===== config.mk =====
export PLATFORM = sky130hd
export DESIGN_NAME = dfll_autocal
export DESIGN_NICKNAME = d
export VERILOG_FILES = /design/src/verilog/dfll_pkg.sv /design/src/verilog/ref_divider.sv /design/src/verilog/osc_period_counter.sv /design/src/verilog/dfll_autocal.sv
export SDC_FILE = /design/constraint.sdc
export NUM_CORES = 1
export LEC_CHECK = 0
export ABC_AREA = 1
export ABC_CLOCK_PERIOD_IN_PS = 3750
export BUFFER_PORTS_ARGS = -buffer_cell sky130_fd_sc_hd__buf_2
export CORE_ASPECT_RATIO = 0.8
export CORE_MARGIN = 5
export CORE_UTILIZATION = 50
export DETAILED_ROUTE_END_ITERATION = 12
export PLACE_DENSITY = 0.73
export SETUP_SLACK_MARGIN = 0.3
export SYNTH_ARGS = -nofsm -noshare
export SYNTH_HDL_FRONTEND = slang
export SYNTH_SLANG_ARGS = --single-unit

===== constraint.sdc =====
create_clock -name clk_sys -period 3.75 [get_ports clk_sys]
set_input_delay 0.1875 -clock clk_sys [delete_from_list [all_inputs] [get_ports clk_sys]]
set_output_delay 0.1875 -clock clk_sys [all_outputs]
set_load 0.01 [all_outputs]

===== src/verilog/dfll_pkg.sv =====
// constants, field layouts and carrier types for the oscillator trim loop
// assumes one system clock; register bus is classic wishbone, 32-bit data
package dfll_pkg;
	localparam int FINE_W = 7;
	localparam int COARSE_W = 6;
	localparam int CAL_W = FINE_W + COARSE_W;
	localparam int COMP_W = 20;
	localparam int IDX_W = 6;
	localparam int IDX_LSB = 2;
	localparam int WB_AW = 8;
	localparam int WB_DW = 32;
	localparam int EN_BIT = 0;
	localparam int REFSEL_BIT = 0;
	localparam int BYTE_W = 8;
	localparam int HI_NIB_W = COMP_W - 2 * BYTE_W;
	localparam logic [IDX_W-1:0] IDX_CTRL = 6'h00;
	localparam logic [IDX_W-1:0] IDX_FINE = 6'h02;
	localparam logic [IDX_W-1:0] IDX_COARSE = 6'h03;
	localparam logic [IDX_W-1:0] IDX_CMP_LO = 6'h04;
	localparam logic [IDX_W-1:0] IDX_CMP_MID = 6'h05;
	localparam logic [IDX_W-1:0] IDX_CMP_HI = 6'h06;
	localparam logic [IDX_W-1:0] IDX_REFSEL = 6'h08;
	localparam logic [FINE_W-1:0] FINE_MID = 7'h40;
	localparam logic [FINE_W-1:0] FINE_MAX = 7'h7f;
	localparam logic [FINE_W-1:0] FINE_MIN = 7'h00;
	localparam logic [COARSE_W-1:0] COARSE_RST = 6'h00;
	localparam logic [COMP_W-1:0] COMP_NOMINAL = 20'h0_7a12;
	localparam int REF_SRC_HZ = 32768;
	localparam int REF_HZ = 1024;
	localparam int REF_DIV = REF_SRC_HZ / REF_HZ;

	typedef struct packed {
		logic cyc;
		logic stb;
		logic we;
		logic [WB_AW-1:0] adr;
		logic [3:0] sel;
		logic [WB_DW-1:0] dat;
	} wbReq_t;

	typedef enum logic [1:0] {LOOP_OFF, LOOP_ALIGN, LOOP_MEASURE} loopState_t;

	// implemented bits of each register; everything else reads zero
	function automatic logic [BYTE_W-1:0] regMask(input logic [IDX_W-1:0] idx);
		case (idx)
			IDX_CTRL: regMask = 8'h01;
			IDX_FINE: regMask = 8'h7f;
			IDX_COARSE: regMask = 8'h3f;
			IDX_CMP_LO: regMask = 8'hff;
			IDX_CMP_MID: regMask = 8'hff;
			IDX_CMP_HI: regMask = 8'h0f;
			IDX_REFSEL: regMask = 8'h01;
			default: regMask = 8'h00;
		endcase
	endfunction
endpackage


===== src/verilog/ref_divider.sv =====
// divides the selected 32.768 kHz reference tick stream to a 1.024 kHz pulse
// ticks arrive as one-cycle pulses already synchronous to clk_sys
`timescale 1ns/1ps
module ref_divider #(
	parameter int DIV = dfll_pkg::REF_DIV
) (
	input wire logic clk_sys,
	input wire logic rst,
	input wire logic useXtal,
	input wire logic tickInt,
	input wire logic tickXtal,
	output logic refPulse_q
);
	localparam int CW = $clog2(DIV);
	localparam logic [CW-1:0] LAST = CW'(DIV - 1);
	logic [CW-1:0] cnt_q;
	logic tick;

	assign tick = useXtal ? tickXtal : tickInt;

	always_ff @(posedge clk_sys or posedge rst) begin
		if (rst) begin
			cnt_q <= '0;
		end else if (tick) begin
			cnt_q <= (cnt_q == LAST) ? '0 : cnt_q + 1'b1;
		end
	end

	always_ff @(posedge clk_sys or posedge rst) begin
		if (rst) begin
			refPulse_q <= 1'b0;
		end else begin
			refPulse_q <= tick && (cnt_q == LAST);
		end
	end
endmodule // ref_divider


===== src/verilog/osc_period_counter.sv =====
// counts oscillator ticks between clears; saturates rather than wraps
// oscTick is a one-cycle pulse per oscillator cycle, synchronous to clk_sys
`timescale 1ns/1ps
module osc_period_counter #(
	parameter int W = dfll_pkg::COMP_W
) (
	input wire logic clk_sys,
	input wire logic rst,
	input wire logic clear,
	input wire logic oscTick,
	output logic [W-1:0] count_q
);
	localparam logic [W-1:0] SAT = '1;

	// saturating keeps a stuck-fast oscillator reading as too fast
	always_ff @(posedge clk_sys or posedge rst) begin
		if (rst) begin
			count_q <= '0;
		end else if (clear) begin
			count_q <= oscTick ? W'(1) : '0;
		end else if (oscTick && count_q != SAT) begin
			count_q <= count_q + 1'b1;
		end
	end
endmodule // osc_period_counter


===== src/verilog/dfll_autocal.sv =====
// frequency-locked trim loop for one internal oscillator, with its registers
// assumes a classic wishbone master, ticks synchronous to clk_sys,
// and a factory coarse trim that is stable when reset is released
`timescale 1ns/1ps
module dfll_autocal #(
	parameter logic [dfll_pkg::COMP_W-1:0] COMP_DEFAULT = dfll_pkg::COMP_NOMINAL
) (
	input wire logic clk_sys,
	input wire logic rst,
	input wire dfll_pkg::wbReq_t wbReq,
	output logic [dfll_pkg::WB_DW-1:0] wbDatOut,
	output logic wbAck,
	input wire logic oscTick,
	input wire logic refIntTick,
	input wire logic refXtalTick,
	input wire logic [dfll_pkg::COARSE_W-1:0] factoryCoarse,
	output logic [dfll_pkg::CAL_W-1:0] calValue,
	output logic loopActive
);
	logic enable_q;
	logic refSel_q;
	logic [dfll_pkg::FINE_W-1:0] fine_q;
	logic [dfll_pkg::COARSE_W-1:0] coarse_q;
	logic [dfll_pkg::COMP_W-1:0] comp_q;
	logic loadPending_q;
	dfll_pkg::loopState_t state_q;
	dfll_pkg::loopState_t state_d;
	logic ack_q;
	logic [dfll_pkg::WB_DW-1:0] dat_q;
	logic [dfll_pkg::CAL_W-1:0] cal_q;
	logic active_q;
	logic refPulse;
	logic [dfll_pkg::COMP_W-1:0] oscCount;
	logic reqValid;
	logic wrStrobe;
	logic [dfll_pkg::IDX_W-1:0] idx;
	logic [dfll_pkg::BYTE_W-1:0] wrByte;
	logic [dfll_pkg::BYTE_W-1:0] rdRaw;
	logic swAllowed;
	logic stepUp;
	logic stepDn;

	assign wbDatOut = dat_q;
	assign wbAck = ack_q;
	assign calValue = cal_q;
	assign loopActive = active_q;

	// bus decode: one word per register, byte lane 0 carries the data
	assign idx = wbReq.adr[dfll_pkg::IDX_LSB +: dfll_pkg::IDX_W];
	assign reqValid = wbReq.cyc && wbReq.stb && !ack_q;
	assign wrStrobe = reqValid && wbReq.we && wbReq.sel[0];
	assign wrByte = wbReq.dat[dfll_pkg::BYTE_W-1:0] & dfll_pkg::regMask(idx);
	assign swAllowed = !enable_q;

	ref_divider #(
		.DIV(dfll_pkg::REF_DIV)
	) u_ref (
		.clk_sys(clk_sys),
		.rst(rst),
		.useXtal(refSel_q),
		.tickInt(refIntTick),
		.tickXtal(refXtalTick),
		.refPulse_q(refPulse)
	);

	osc_period_counter #(
		.W(dfll_pkg::COMP_W)
	) u_cnt (
		.clk_sys(clk_sys),
		.rst(rst),
		.clear(refPulse),
		.oscTick(oscTick),
		.count_q(oscCount)
	);

	// control and reference select
	always_ff @(posedge clk_sys or posedge rst) begin
		if (rst) begin
			enable_q <= 1'b0;
		end else if (wrStrobe && idx == dfll_pkg::IDX_CTRL) begin
			enable_q <= wrByte[dfll_pkg::EN_BIT];
		end
	end

	always_ff @(posedge clk_sys or posedge rst) begin
		if (rst) begin
			refSel_q <= 1'b0;
		end else if (wrStrobe && idx == dfll_pkg::IDX_REFSEL) begin
			refSel_q <= wrByte[dfll_pkg::REFSEL_BIT];
		end
	end

	// loop sequencing: the first partial reference period is thrown away
	always_comb begin
		state_d = state_q;
		case (state_q)
			dfll_pkg::LOOP_OFF: begin
				if (enable_q) begin
					state_d = dfll_pkg::LOOP_ALIGN;
				end
			end
			dfll_pkg::LOOP_ALIGN: begin
				if (!enable_q) begin
					state_d = dfll_pkg::LOOP_OFF;
				end else if (refPulse) begin
					state_d = dfll_pkg::LOOP_MEASURE;
				end
			end
			dfll_pkg::LOOP_MEASURE: begin
				if (!enable_q) begin
					state_d = dfll_pkg::LOOP_OFF;
				end
			end
			default: begin
				state_d = dfll_pkg::LOOP_OFF;
			end
		endcase
	end

	always_ff @(posedge clk_sys or posedge rst) begin
		if (rst) begin
			state_q <= dfll_pkg::LOOP_OFF;
		end else begin
			state_q <= state_d;
		end
	end

	// a period count below target means the oscillator is slow
	assign stepUp = enable_q && state_q == dfll_pkg::LOOP_MEASURE && refPulse
		&& oscCount < comp_q && fine_q != dfll_pkg::FINE_MAX;
	assign stepDn = enable_q && state_q == dfll_pkg::LOOP_MEASURE && refPulse
		&& oscCount > comp_q && fine_q != dfll_pkg::FINE_MIN;

	always_ff @(posedge clk_sys or posedge rst) begin
		if (rst) begin
			fine_q <= dfll_pkg::FINE_MID;
		end else if (stepUp) begin
			fine_q <= fine_q + 1'b1;
		end else if (stepDn) begin
			fine_q <= fine_q - 1'b1;
		end else if (wrStrobe && swAllowed && idx == dfll_pkg::IDX_FINE) begin
			fine_q <= wrByte[dfll_pkg::FINE_W-1:0];
		end
	end

	// factory trim is caught on the first edge after release, not in reset
	always_ff @(posedge clk_sys or posedge rst) begin
		if (rst) begin
			loadPending_q <= 1'b1;
		end else begin
			loadPending_q <= 1'b0;
		end
	end

	always_ff @(posedge clk_sys or posedge rst) begin
		if (rst) begin
			coarse_q <= dfll_pkg::COARSE_RST;
		end else if (loadPending_q) begin
			coarse_q <= factoryCoarse;
		end else if (wrStrobe && swAllowed && idx == dfll_pkg::IDX_COARSE) begin
			coarse_q <= wrByte[dfll_pkg::COARSE_W-1:0];
		end
	end

	// compare bytes are locked while the loop runs
	always_ff @(posedge clk_sys or posedge rst) begin
		if (rst) begin
			comp_q <= COMP_DEFAULT;
		end else if (wrStrobe && swAllowed) begin
			case (idx)
				dfll_pkg::IDX_CMP_LO: begin
					comp_q[0 +: dfll_pkg::BYTE_W] <= wrByte;
				end
				dfll_pkg::IDX_CMP_MID: begin
					comp_q[dfll_pkg::BYTE_W +: dfll_pkg::BYTE_W] <= wrByte;
				end
				dfll_pkg::IDX_CMP_HI: begin
					comp_q[2 * dfll_pkg::BYTE_W +: dfll_pkg::HI_NIB_W] <=
						wrByte[dfll_pkg::HI_NIB_W-1:0];
				end
				default: begin
					comp_q <= comp_q;
				end
			endcase
		end
	end

	// trim output follows the registers whether or not the loop runs
	always_ff @(posedge clk_sys or posedge rst) begin
		if (rst) begin
			cal_q <= {dfll_pkg::COARSE_RST, dfll_pkg::FINE_MID};
		end else begin
			cal_q <= {coarse_q, fine_q};
		end
	end

	always_ff @(posedge clk_sys or posedge rst) begin
		if (rst) begin
			active_q <= 1'b0;
		end else begin
			active_q <= state_q == dfll_pkg::LOOP_MEASURE;
		end
	end

	// read side; unmapped words answer with zero
	always_comb begin
		case (idx)
			dfll_pkg::IDX_CTRL: rdRaw = {7'h00, enable_q};
			dfll_pkg::IDX_FINE: rdRaw = {1'b0, fine_q};
			dfll_pkg::IDX_COARSE: rdRaw = {2'h0, coarse_q};
			dfll_pkg::IDX_CMP_LO: rdRaw = comp_q[0 +: dfll_pkg::BYTE_W];
			dfll_pkg::IDX_CMP_MID: rdRaw = comp_q[dfll_pkg::BYTE_W +: dfll_pkg::BYTE_W];
			dfll_pkg::IDX_CMP_HI: rdRaw = {4'h0, comp_q[2 * dfll_pkg::BYTE_W +: dfll_pkg::HI_NIB_W]};
			dfll_pkg::IDX_REFSEL: rdRaw = {7'h00, refSel_q};
			default: rdRaw = 8'h00;
		endcase
	end

	always_ff @(posedge clk_sys or posedge rst) begin
		if (rst) begin
			ack_q <= 1'b0;
		end else begin
			ack_q <= reqValid;
		end
	end

	always_ff @(posedge clk_sys or posedge rst) begin
		if (rst) begin
			dat_q <= '0;
		end else if (reqValid && !wbReq.we) begin
			dat_q <= {24'h00_0000, rdRaw & dfll_pkg::regMask(idx)};
		end
	end

	property p_enable_starts;
		@(posedge clk_sys) disable iff (rst)
		$rose(enable_q) |-> ##1 state_q == dfll_pkg::LOOP_ALIGN;
	endproperty
	a_enable_starts: assert property (p_enable_starts)
		else $error("loop did not start after enable");

	property p_manual_fine;
		@(posedge clk_sys) disable iff (rst)
		(wrStrobe && !enable_q && idx == dfll_pkg::IDX_FINE)
			|=> fine_q == $past(wbReq.dat[dfll_pkg::FINE_W-1:0]);
	endproperty
	a_manual_fine: assert property (p_manual_fine)
		else $error("manual fine write lost");

	property p_trim_follows;
		@(posedge clk_sys) disable iff (rst)
		!$past(rst) |-> calValue == $past({coarse_q, fine_q});
	endproperty
	a_trim_follows: assert property (p_trim_follows)
		else $error("trim output does not follow registers");

	property p_fine_reset;
		@(posedge clk_sys) disable iff (rst)
		$past(rst) |-> fine_q == dfll_pkg::FINE_MID;
	endproperty
	a_fine_reset: assert property (p_fine_reset)
		else $error("fine field not at midpoint after reset");

	property p_loop_owns_fine;
		@(posedge clk_sys) disable iff (rst)
		(enable_q && !stepUp && !stepDn) |=> $stable(fine_q);
	endproperty
	a_loop_owns_fine: assert property (p_loop_owns_fine)
		else $error("fine changed by other than the loop");

	property p_coarse_kept;
		@(posedge clk_sys) disable iff (rst)
		(enable_q && !loadPending_q) |=> $stable(coarse_q);
	endproperty
	a_coarse_kept: assert property (p_coarse_kept)
		else $error("coarse changed while loop ran");

	property p_factory_load;
		@(posedge clk_sys) disable iff (rst)
		loadPending_q |=> coarse_q == $past(factoryCoarse) ##1 !loadPending_q;
	endproperty
	a_factory_load: assert property (p_factory_load)
		else $error("factory coarse value not loaded");

	property p_comp_reset;
		@(posedge clk_sys) disable iff (rst)
		$past(rst) |-> comp_q == COMP_DEFAULT;
	endproperty
	a_comp_reset: assert property (p_comp_reset)
		else $error("compare value not at default after reset");

	property p_comp_locked;
		@(posedge clk_sys) disable iff (rst)
		enable_q |=> $stable(comp_q);
	endproperty
	a_comp_locked: assert property (p_comp_locked)
		else $error("compare value changed while loop ran");

	property p_comp_hi_read;
		@(posedge clk_sys) disable iff (rst)
		(reqValid && !wbReq.we && idx == dfll_pkg::IDX_CMP_HI && !wrStrobe)
			|=> wbAck && wbDatOut[3:0] == comp_q[19:16];
	endproperty
	a_comp_hi_read: assert property (p_comp_hi_read)
		else $error("high compare nibble read wrong");

	property p_reserved_zero;
		@(posedge clk_sys) disable iff (rst)
		(reqValid && !wbReq.we && idx == dfll_pkg::IDX_CTRL)
			|=> wbAck && wbDatOut[31:1] == '0;
	endproperty
	a_reserved_zero: assert property (p_reserved_zero)
		else $error("reserved control bits not zero");

	property p_ref_select;
		@(posedge clk_sys) disable iff (rst)
		refSel_q && $stable(refSel_q) && !refXtalTick |=> !refPulse;
	endproperty
	a_ref_select: assert property (p_ref_select)
		else $error("reference pulse without crystal tick");

	property p_step_up;
		@(posedge clk_sys) disable iff (rst)
		stepUp |=> fine_q == $past(fine_q) + 7'h01;
	endproperty
	a_step_up: assert property (p_step_up)
		else $error("fine did not step up by one");

	property p_bus_ack;
		@(posedge clk_sys) disable iff (rst)
		reqValid |=> wbAck ##1 !wbAck;
	endproperty
	a_bus_ack: assert property (p_bus_ack)
		else $error("bus answer not one cycle");

	c_step_up: cover property (@(posedge clk_sys) disable iff (rst) stepUp);
	c_step_dn: cover property (@(posedge clk_sys) disable iff (rst) stepDn);
	c_manual: cover property (@(posedge clk_sys) disable iff (rst)
		wrStrobe && !enable_q && idx == dfll_pkg::IDX_FINE);
	c_locked: cover property (@(posedge clk_sys) disable iff (rst)
		state_q == dfll_pkg::LOOP_MEASURE && refPulse && oscCount == comp_q);
endmodule // dfll_autocal


# Yosys cells after proc, flatten, opt, wreduce, memory -nomap -nowiden
# Cells that the tools add are included.
# W data, S select, Z words.
# totals
output_inout_bits	47
inputBits	58
word_cells	89
register_bits	87
# classes
eq_ne	14
reduce_logical	33
bitwise_logic	2
magnitude_cmp	2
n_mux	18
n_addsub	4
# ops
operator	n
$pmux W8 S7	1
$mux W20	2
$pmux W8 S5	1
$mux W7	3
$add A20 B1 Y20 const B	1
$gt A20 B20 Y1	1
$lt A20 B20 Y1	1
$ne A20 B20 Y1 const B	1
$eq A6 B3 Y1 const B	3
$logic_and A1 B1 Y1	18
$and A8 B8 Y8	2
$eq A6 B2 Y1 const B	2
$mux W6	2
$mux W2	4
$mux W8	1
$add A7 B1 Y7 const B	1
$ne A7 B7 Y1 const B	1
$reduce_bool A7 Y1	1
$sub A7 B1 Y7 const B	1
$eq A6 B4 Y1 const B	1
$logic_not A6 Y1	1
$pmux W2 S3	1
$reduce_and A2 Y1	3
$add A5 B1 Y5 const B	1
13 further kinds	19

# Logic depth before layout (Yosys ltp)
# logic_depth
ltp_word	9
mapped_depth	16

# Modules after synthesis
# Synthesis repeated with hierarchy kept, for this count alone.
# unflattened
cells_unflattened	683
area_unflattened_um2	5372.7
# by_module_without_submodules
module	cells_each	seq_area_each_um2	n_inst	area_each_um2
dfll_autocal	459	1539.0	1	3746.1
osc_period_counter	188	500.5	1	1321.3
ref_divider	36	150.1	1	305.3

# Worst setup path before layout
# OpenSTA, ideal clock, no wires.
# synth_path
path_kind	register to register
from	reg comp_q[13] in the netlist's numbering
to	reg fine_q[5] in the netlist's numbering
t_arrival_ns	1.872
stages_incl_launch_ff	14
required_time_ns	3.633
path_buffers	1
path_slack_ns	1.761
setup_time_ns	0.117
path_cell_list	dfstp_2 -> inv_1 -> ha_1 -> nand2_1 -> nand2_1 -> nand2_1 -> nand2_1 -> a21oi_2 -> nand4_4 -> nand3_2 -> buf_6 -> nand2_2 -> nor2_1 -> nor2_1
# synth_between
elab_chain_len	5
word_cells_on_any_way	9
classes_between	2 x order compare; 2 x mux; 5 x reduce/logical
# synth_rtl
item	line_no	text
start: declaration	dfll_autocal.sv:24	logic [dfll_pkg::COMP_W-1:0] comp_q;
start signal: indexed assignment	dfll_autocal.sv:172	comp_q[0 +: dfll_pkg::BYTE_W] <= wrByte;
start signal: indexed assignment	dfll_autocal.sv:175	comp_q[dfll_pkg::BYTE_W +: dfll_pkg::BYTE_W] <= wrByte;
start signal: indexed assignment	dfll_autocal.sv:178	comp_q[2 * dfll_pkg::BYTE_W +: dfll_pkg::HI_NIB_W] <=
$gt A20 B20 Y1	dfll_autocal.sv:132	&& oscCount > comp_q && fine_q != dfll_pkg::FINE_MIN;
$logic_and A1 B1 Y1 (2 in a row)	dfll_autocal.sv:132	
$mux W7	dfll_autocal.sv:139	end else if (stepDn) begin
$mux W7	dfll_autocal.sv:137	end else if (stepUp) begin
end signal: assignment	dfll_autocal.sv:136	fine_q <= dfll_pkg::FINE_MID;
end signal: assignment	dfll_autocal.sv:138	fine_q <= fine_q + 1'b1;
end signal: assignment	dfll_autocal.sv:140	fine_q <= fine_q - 1'b1;
end: declaration	dfll_autocal.sv:22	logic [dfll_pkg::FINE_W-1:0] fine_q;
# Several ways; a longest one is shown, not always the timed one.
# A chain may end at the register's enable or synchronous reset.

# Worst setup path after layout
# layout_path
from	reg comp_q[13] in the netlist's numbering
to	reg fine_q[6] in the netlist's numbering
# Same word-level chain as after synthesis.

==> results.md <==
- Unique masters post-synth: 49
- CTS buffer count: 9
- Reg2Reg Setup Slack: 1.35 ns
- Syn Inst Count: 661
- CP arrival: 2.69 ns
- Pre-antenna DRT Iters: 6
- Resize count post-CTS: 0
- Mapped Area: 0.00524 mm²
- CP startpoint kind: register
- Clock root cell: clkbuf_16
- Clock-pin slew on the worst setup and hold paths: 0.06 ns
- Layout net count: 800
- Core Rows: 33
- Final Instance Count excl. Fillers: 861
- Critical Path Fanout Max: 11
- Syn avg cell area: 7.93 µm²
- Grt total ovfl: 0
- Share of layout cells above drive strength 1: 16.9%
- Tcrit/Tclk final: 64.0%
- Unrepaired setup endpoints after global routing: no
- Initial DRC Count: 420
- Placed cell count: 844
- HP Class: input pin to register
- PD cells: 441 mW/mm²
- Max stage delay on crit path: 0.55 ns
- Final worst slack: 1.35 ns
- Dpl hpwl: 9900 µm
- Via/cell ratio: 5.28
- Fin. Hold Viols: 0
- Area Overhead vs Synth: 11.6%
- Num ports: 105
- Final Critical Period: 2.40 ns
- Worst setup EP type: register
- Max-slew headroom: 51.7%
- Setup tns final: 0 ns
- Vias in the first global route: 4284
- Dpl cell area: 0.00554 mm²
- Chip Width: 124 µm
- Seq cells post-synth: 87
- Worst endpoint required time: 4.04 ns
- Post-synth EDFFs: 0
- ANT nets after route: 0
- Cell Chain, Critical Path: inv_1, ha_1, nand2_1, nand2_1, nand2_1, nand2_1, a21oi_2, nand3_4, nand2_4, nand3_2, inv_1, nor2_1, nor2_1
- Cell family with most CP delay: simple AND/OR/NAND/NOR gates
- Slew Limit Fails: 0
- Final instance area: 0.00585 mm²
- Slowest CP cell: dfstp_2
- Clock Skews: 0.00782 ns
- Core area: 0.0102 mm²
- Htree depth: 3
- Initial core utilization: 51.2%
- Drt wl/cell: 15.2 µm
- Gr usage total: 21.4%
- Initial antenna violation count: 0
- Worst VDD drop: 0.000258 V
- Seq/Total Area, Yosys: 41.8%
- Maxcap violations: 0
- Main synth FF type: dfrtp_1
- Most used cell, CP: nand2_1
- Largest net degree at the start of global routing: 41
- Max Root-Sink Buffers: 2
- Clock tree from TritonCTS: built
- Die Span Y: 102 µm
- First-pass GRT wire length: 21500 µm
- Endpoints failing setup: 0
- Gpl congestion: 0.932
- Async S/R FF share, synth: 100%
- YS warnings: 0
- CTS sink cnt: 87
- CP Buf/Inv Count: 2
- Total power: 2.58 mW
- Drt total wl: 13100 µm
- Port Buf Inserts: 51
- Leakage power: 2.99 nW
- ANT cells: 0
- Worst-Skew Late Latency: 0.35 ns
- Status: completed
- DRC: 0
- Worst Setup Path Type: register to register
- Die footprint: 0.0126 mm²
- DR vias: 4544
- Slew @ Worst Pin: 0.725 ns
- Pre-CTS setup slack: 1.39 ns
- Fmax: 416 MHz
[area by class of cell]
class                           count  area [µm²]
Clock inverter                      4        56.3
Tap cell                          140         175
Timing Repair Buffer               54         280
Multi-Input combinational cell    466        2530
Fill cell                         954        4390
Inverter                           98         369
Clock buffer                       12         246
Sequential cell                    87        2190
[metal layers]
layer  global-route usage (%)  share of wire (%)
met5                        0                  0
met4                     5.14               0.88
met3                     5.80                8.0
met2                     33.5                 44
met1                     29.9                 47
[worst paths after layout]
check,from,endpoint,depth (start not counted)
worst max-delay path,comp_q[13],fine_q[6],13
worst min-delay path,factoryCoarse[1],coarse_q[1],3
worst max register to register,comp_q[13],fine_q[6],13
worst min register to register,coarse_q[0],calValue[7],0
max in group asynchronous,rst,comp_q[12],4
min in group asynchronous,rst,u_ref.cnt_q[1],3
[worst reg2reg max path: stages, from the launching register on]
cell and delay (ns):
dfstp_2 0.55, inv_1 0.05, ha_1 0.30, nand2_1 0.06, nand2_1 0.04, nand2_1 0.05
nand2_1 0.07, a21oi_2 0.27, nand3_4 0.19, nand2_4 0.13, nand3_2 0.25, inv_1 0.21
nor2_1 0.07, nor2_1 0.10
[timing repair]
action,in CTS,in global routing
buffers inserted,0,0
hold endpoints to repair,37,0
hold buffers,1,0
[synth_stat cells, types with 2 or more instances]
| master | n | share of area, % |
|---|---|---|
| nor3_1 | 9 | 0.86 |
| a211oi_1 | 3 | 0.43 |
| clkbuf_1 | 2 | 0.14 |
| a21boi_0 | 3 | 0.43 |
| inv_2 | 6 | 0.43 |
| a22oi_1 | 2 | 0.29 |
| ha_1 | 26 | 6.2 |
| buf_2 | 3 | 0.29 |
| a221oi_1 | 3 | 0.50 |
| inv_1 | 91 | 6.5 |
| buf_6 | 2 | 0.43 |
| nor2_4 | 5 | 1.1 |
| o21ai_0 | 27 | 2.6 |
| nand3_1 | 36 | 3.4 |
| nor3b_2 | 2 | 0.48 |
| nand3_2 | 3 | 0.57 |
| nor4_1 | 5 | 0.60 |
| a21oi_1 | 29 | 2.8 |
| o21ai_1 | 4 | 0.38 |
| nand2_1 | 144 | 10 |
| buf_4 | 26 | 3.7 |
| o22ai_1 | 10 | 1.2 |
| o31ai_1 | 2 | 0.29 |
| o211ai_1 | 7 | 1.0 |
| nand4_1 | 10 | 1.2 |
| dfrtp_1 | 77 | 37 |
| nand2_2 | 8 | 0.95 |
| dfstp_2 | 10 | 5.0 |
| nor2_2 | 8 | 0.95 |
| a31oi_1 | 2 | 0.24 |
| xor2_1 | 10 | 1.7 |
| nor2_1 | 67 | 4.8 |
| or2_2 | 3 | 0.36 |
[registers in the layout, summed over array words and instances (netlist names)]
name,flops
comp_q,20
u_cnt.count_q,20
calValue,13
wbDatOut,8
fine_q,7
coarse_q,6
u_ref.cnt_q,5
state_q,2
enable_q,1
loadPending_q,1
loopActive,1
refSel_q,1
u_ref.refPulse_q,1
wbAck,1
[through the flow]
| stage | utilization [%] | hold WS, ns |
|---|---|---|
| 2_1_floorplan | - | 0.308 |
| 5_1_grt | 57.1 | 0.0758 |
| 3_5_place_dp | 54.1 | 0.325 |
| 4_1_cts | 57.1 | 0.0633 |
| 3_3_place_gp | 54.1 | 0.313 |
| 6_report | 57.1 | 0.0675 |
[cell usage in the layout (no fill, tap or decap), types with 2 or more instances in the layout]
| cell type | instances |
|---|---|
| nand2_1 | 144 |
| inv_1 | 90 |
| dfrtp_1 | 77 |
| nor2_1 | 67 |
| buf_2 | 51 |
| nand3_1 | 36 |
| a21oi_1 | 29 |
| o21ai_0 | 27 |
| ha_1 | 26 |
| conb_1 | 25 |
| nand4_1 | 10 |
| xor2_1 | 10 |
| o22ai_1 | 10 |
| dfstp_2 | 10 |
| nor3_1 | 9 |
| clkbuf_16 | 9 |
| nor2_2 | 8 |
| nand2_2 | 8 |
| o211ai_1 | 7 |
| inv_2 | 6 |
| nor2_4 | 5 |
| nor4_1 | 5 |
| o21ai_1 | 4 |
| nand3_2 | 3 |
| a211oi_1 | 3 |
| a221oi_1 | 3 |
| or2_2 | 3 |
| a21boi_0 | 3 |
| clkinv_4 | 3 |
| o31ai_1 | 2 |
| a31oi_1 | 2 |
| a22oi_1 | 2 |
| nor3b_2 | 2 |
| clkbuf_1 | 2 |
| buf_4 | 2 |
[power breakdown]
part	internal (mW)	leakage (nW)	total, mW	switching (mW)
sequential	1.05	1.04	1.15	0.106
clock	0.539	0.147	0.922	0.383
combinational	0.185	1.80	0.503	0.319
[cell families (layout without fill, tap and decap cells)]
group,Yosys count,in the layout,synth area share [%]
adders and majority gates,26,26,6.21
AOI/OAI and AO/OA,97,97,11.0
DFF,87,87,41.8
and+or+nand+nor,307,307,27.5
buffers and inverters,132,168,11.7
other,1,25,0.0715
xor gates and xnor gates,11,11,1.84
Note: power is estimated with default switching activity, not from simulation.
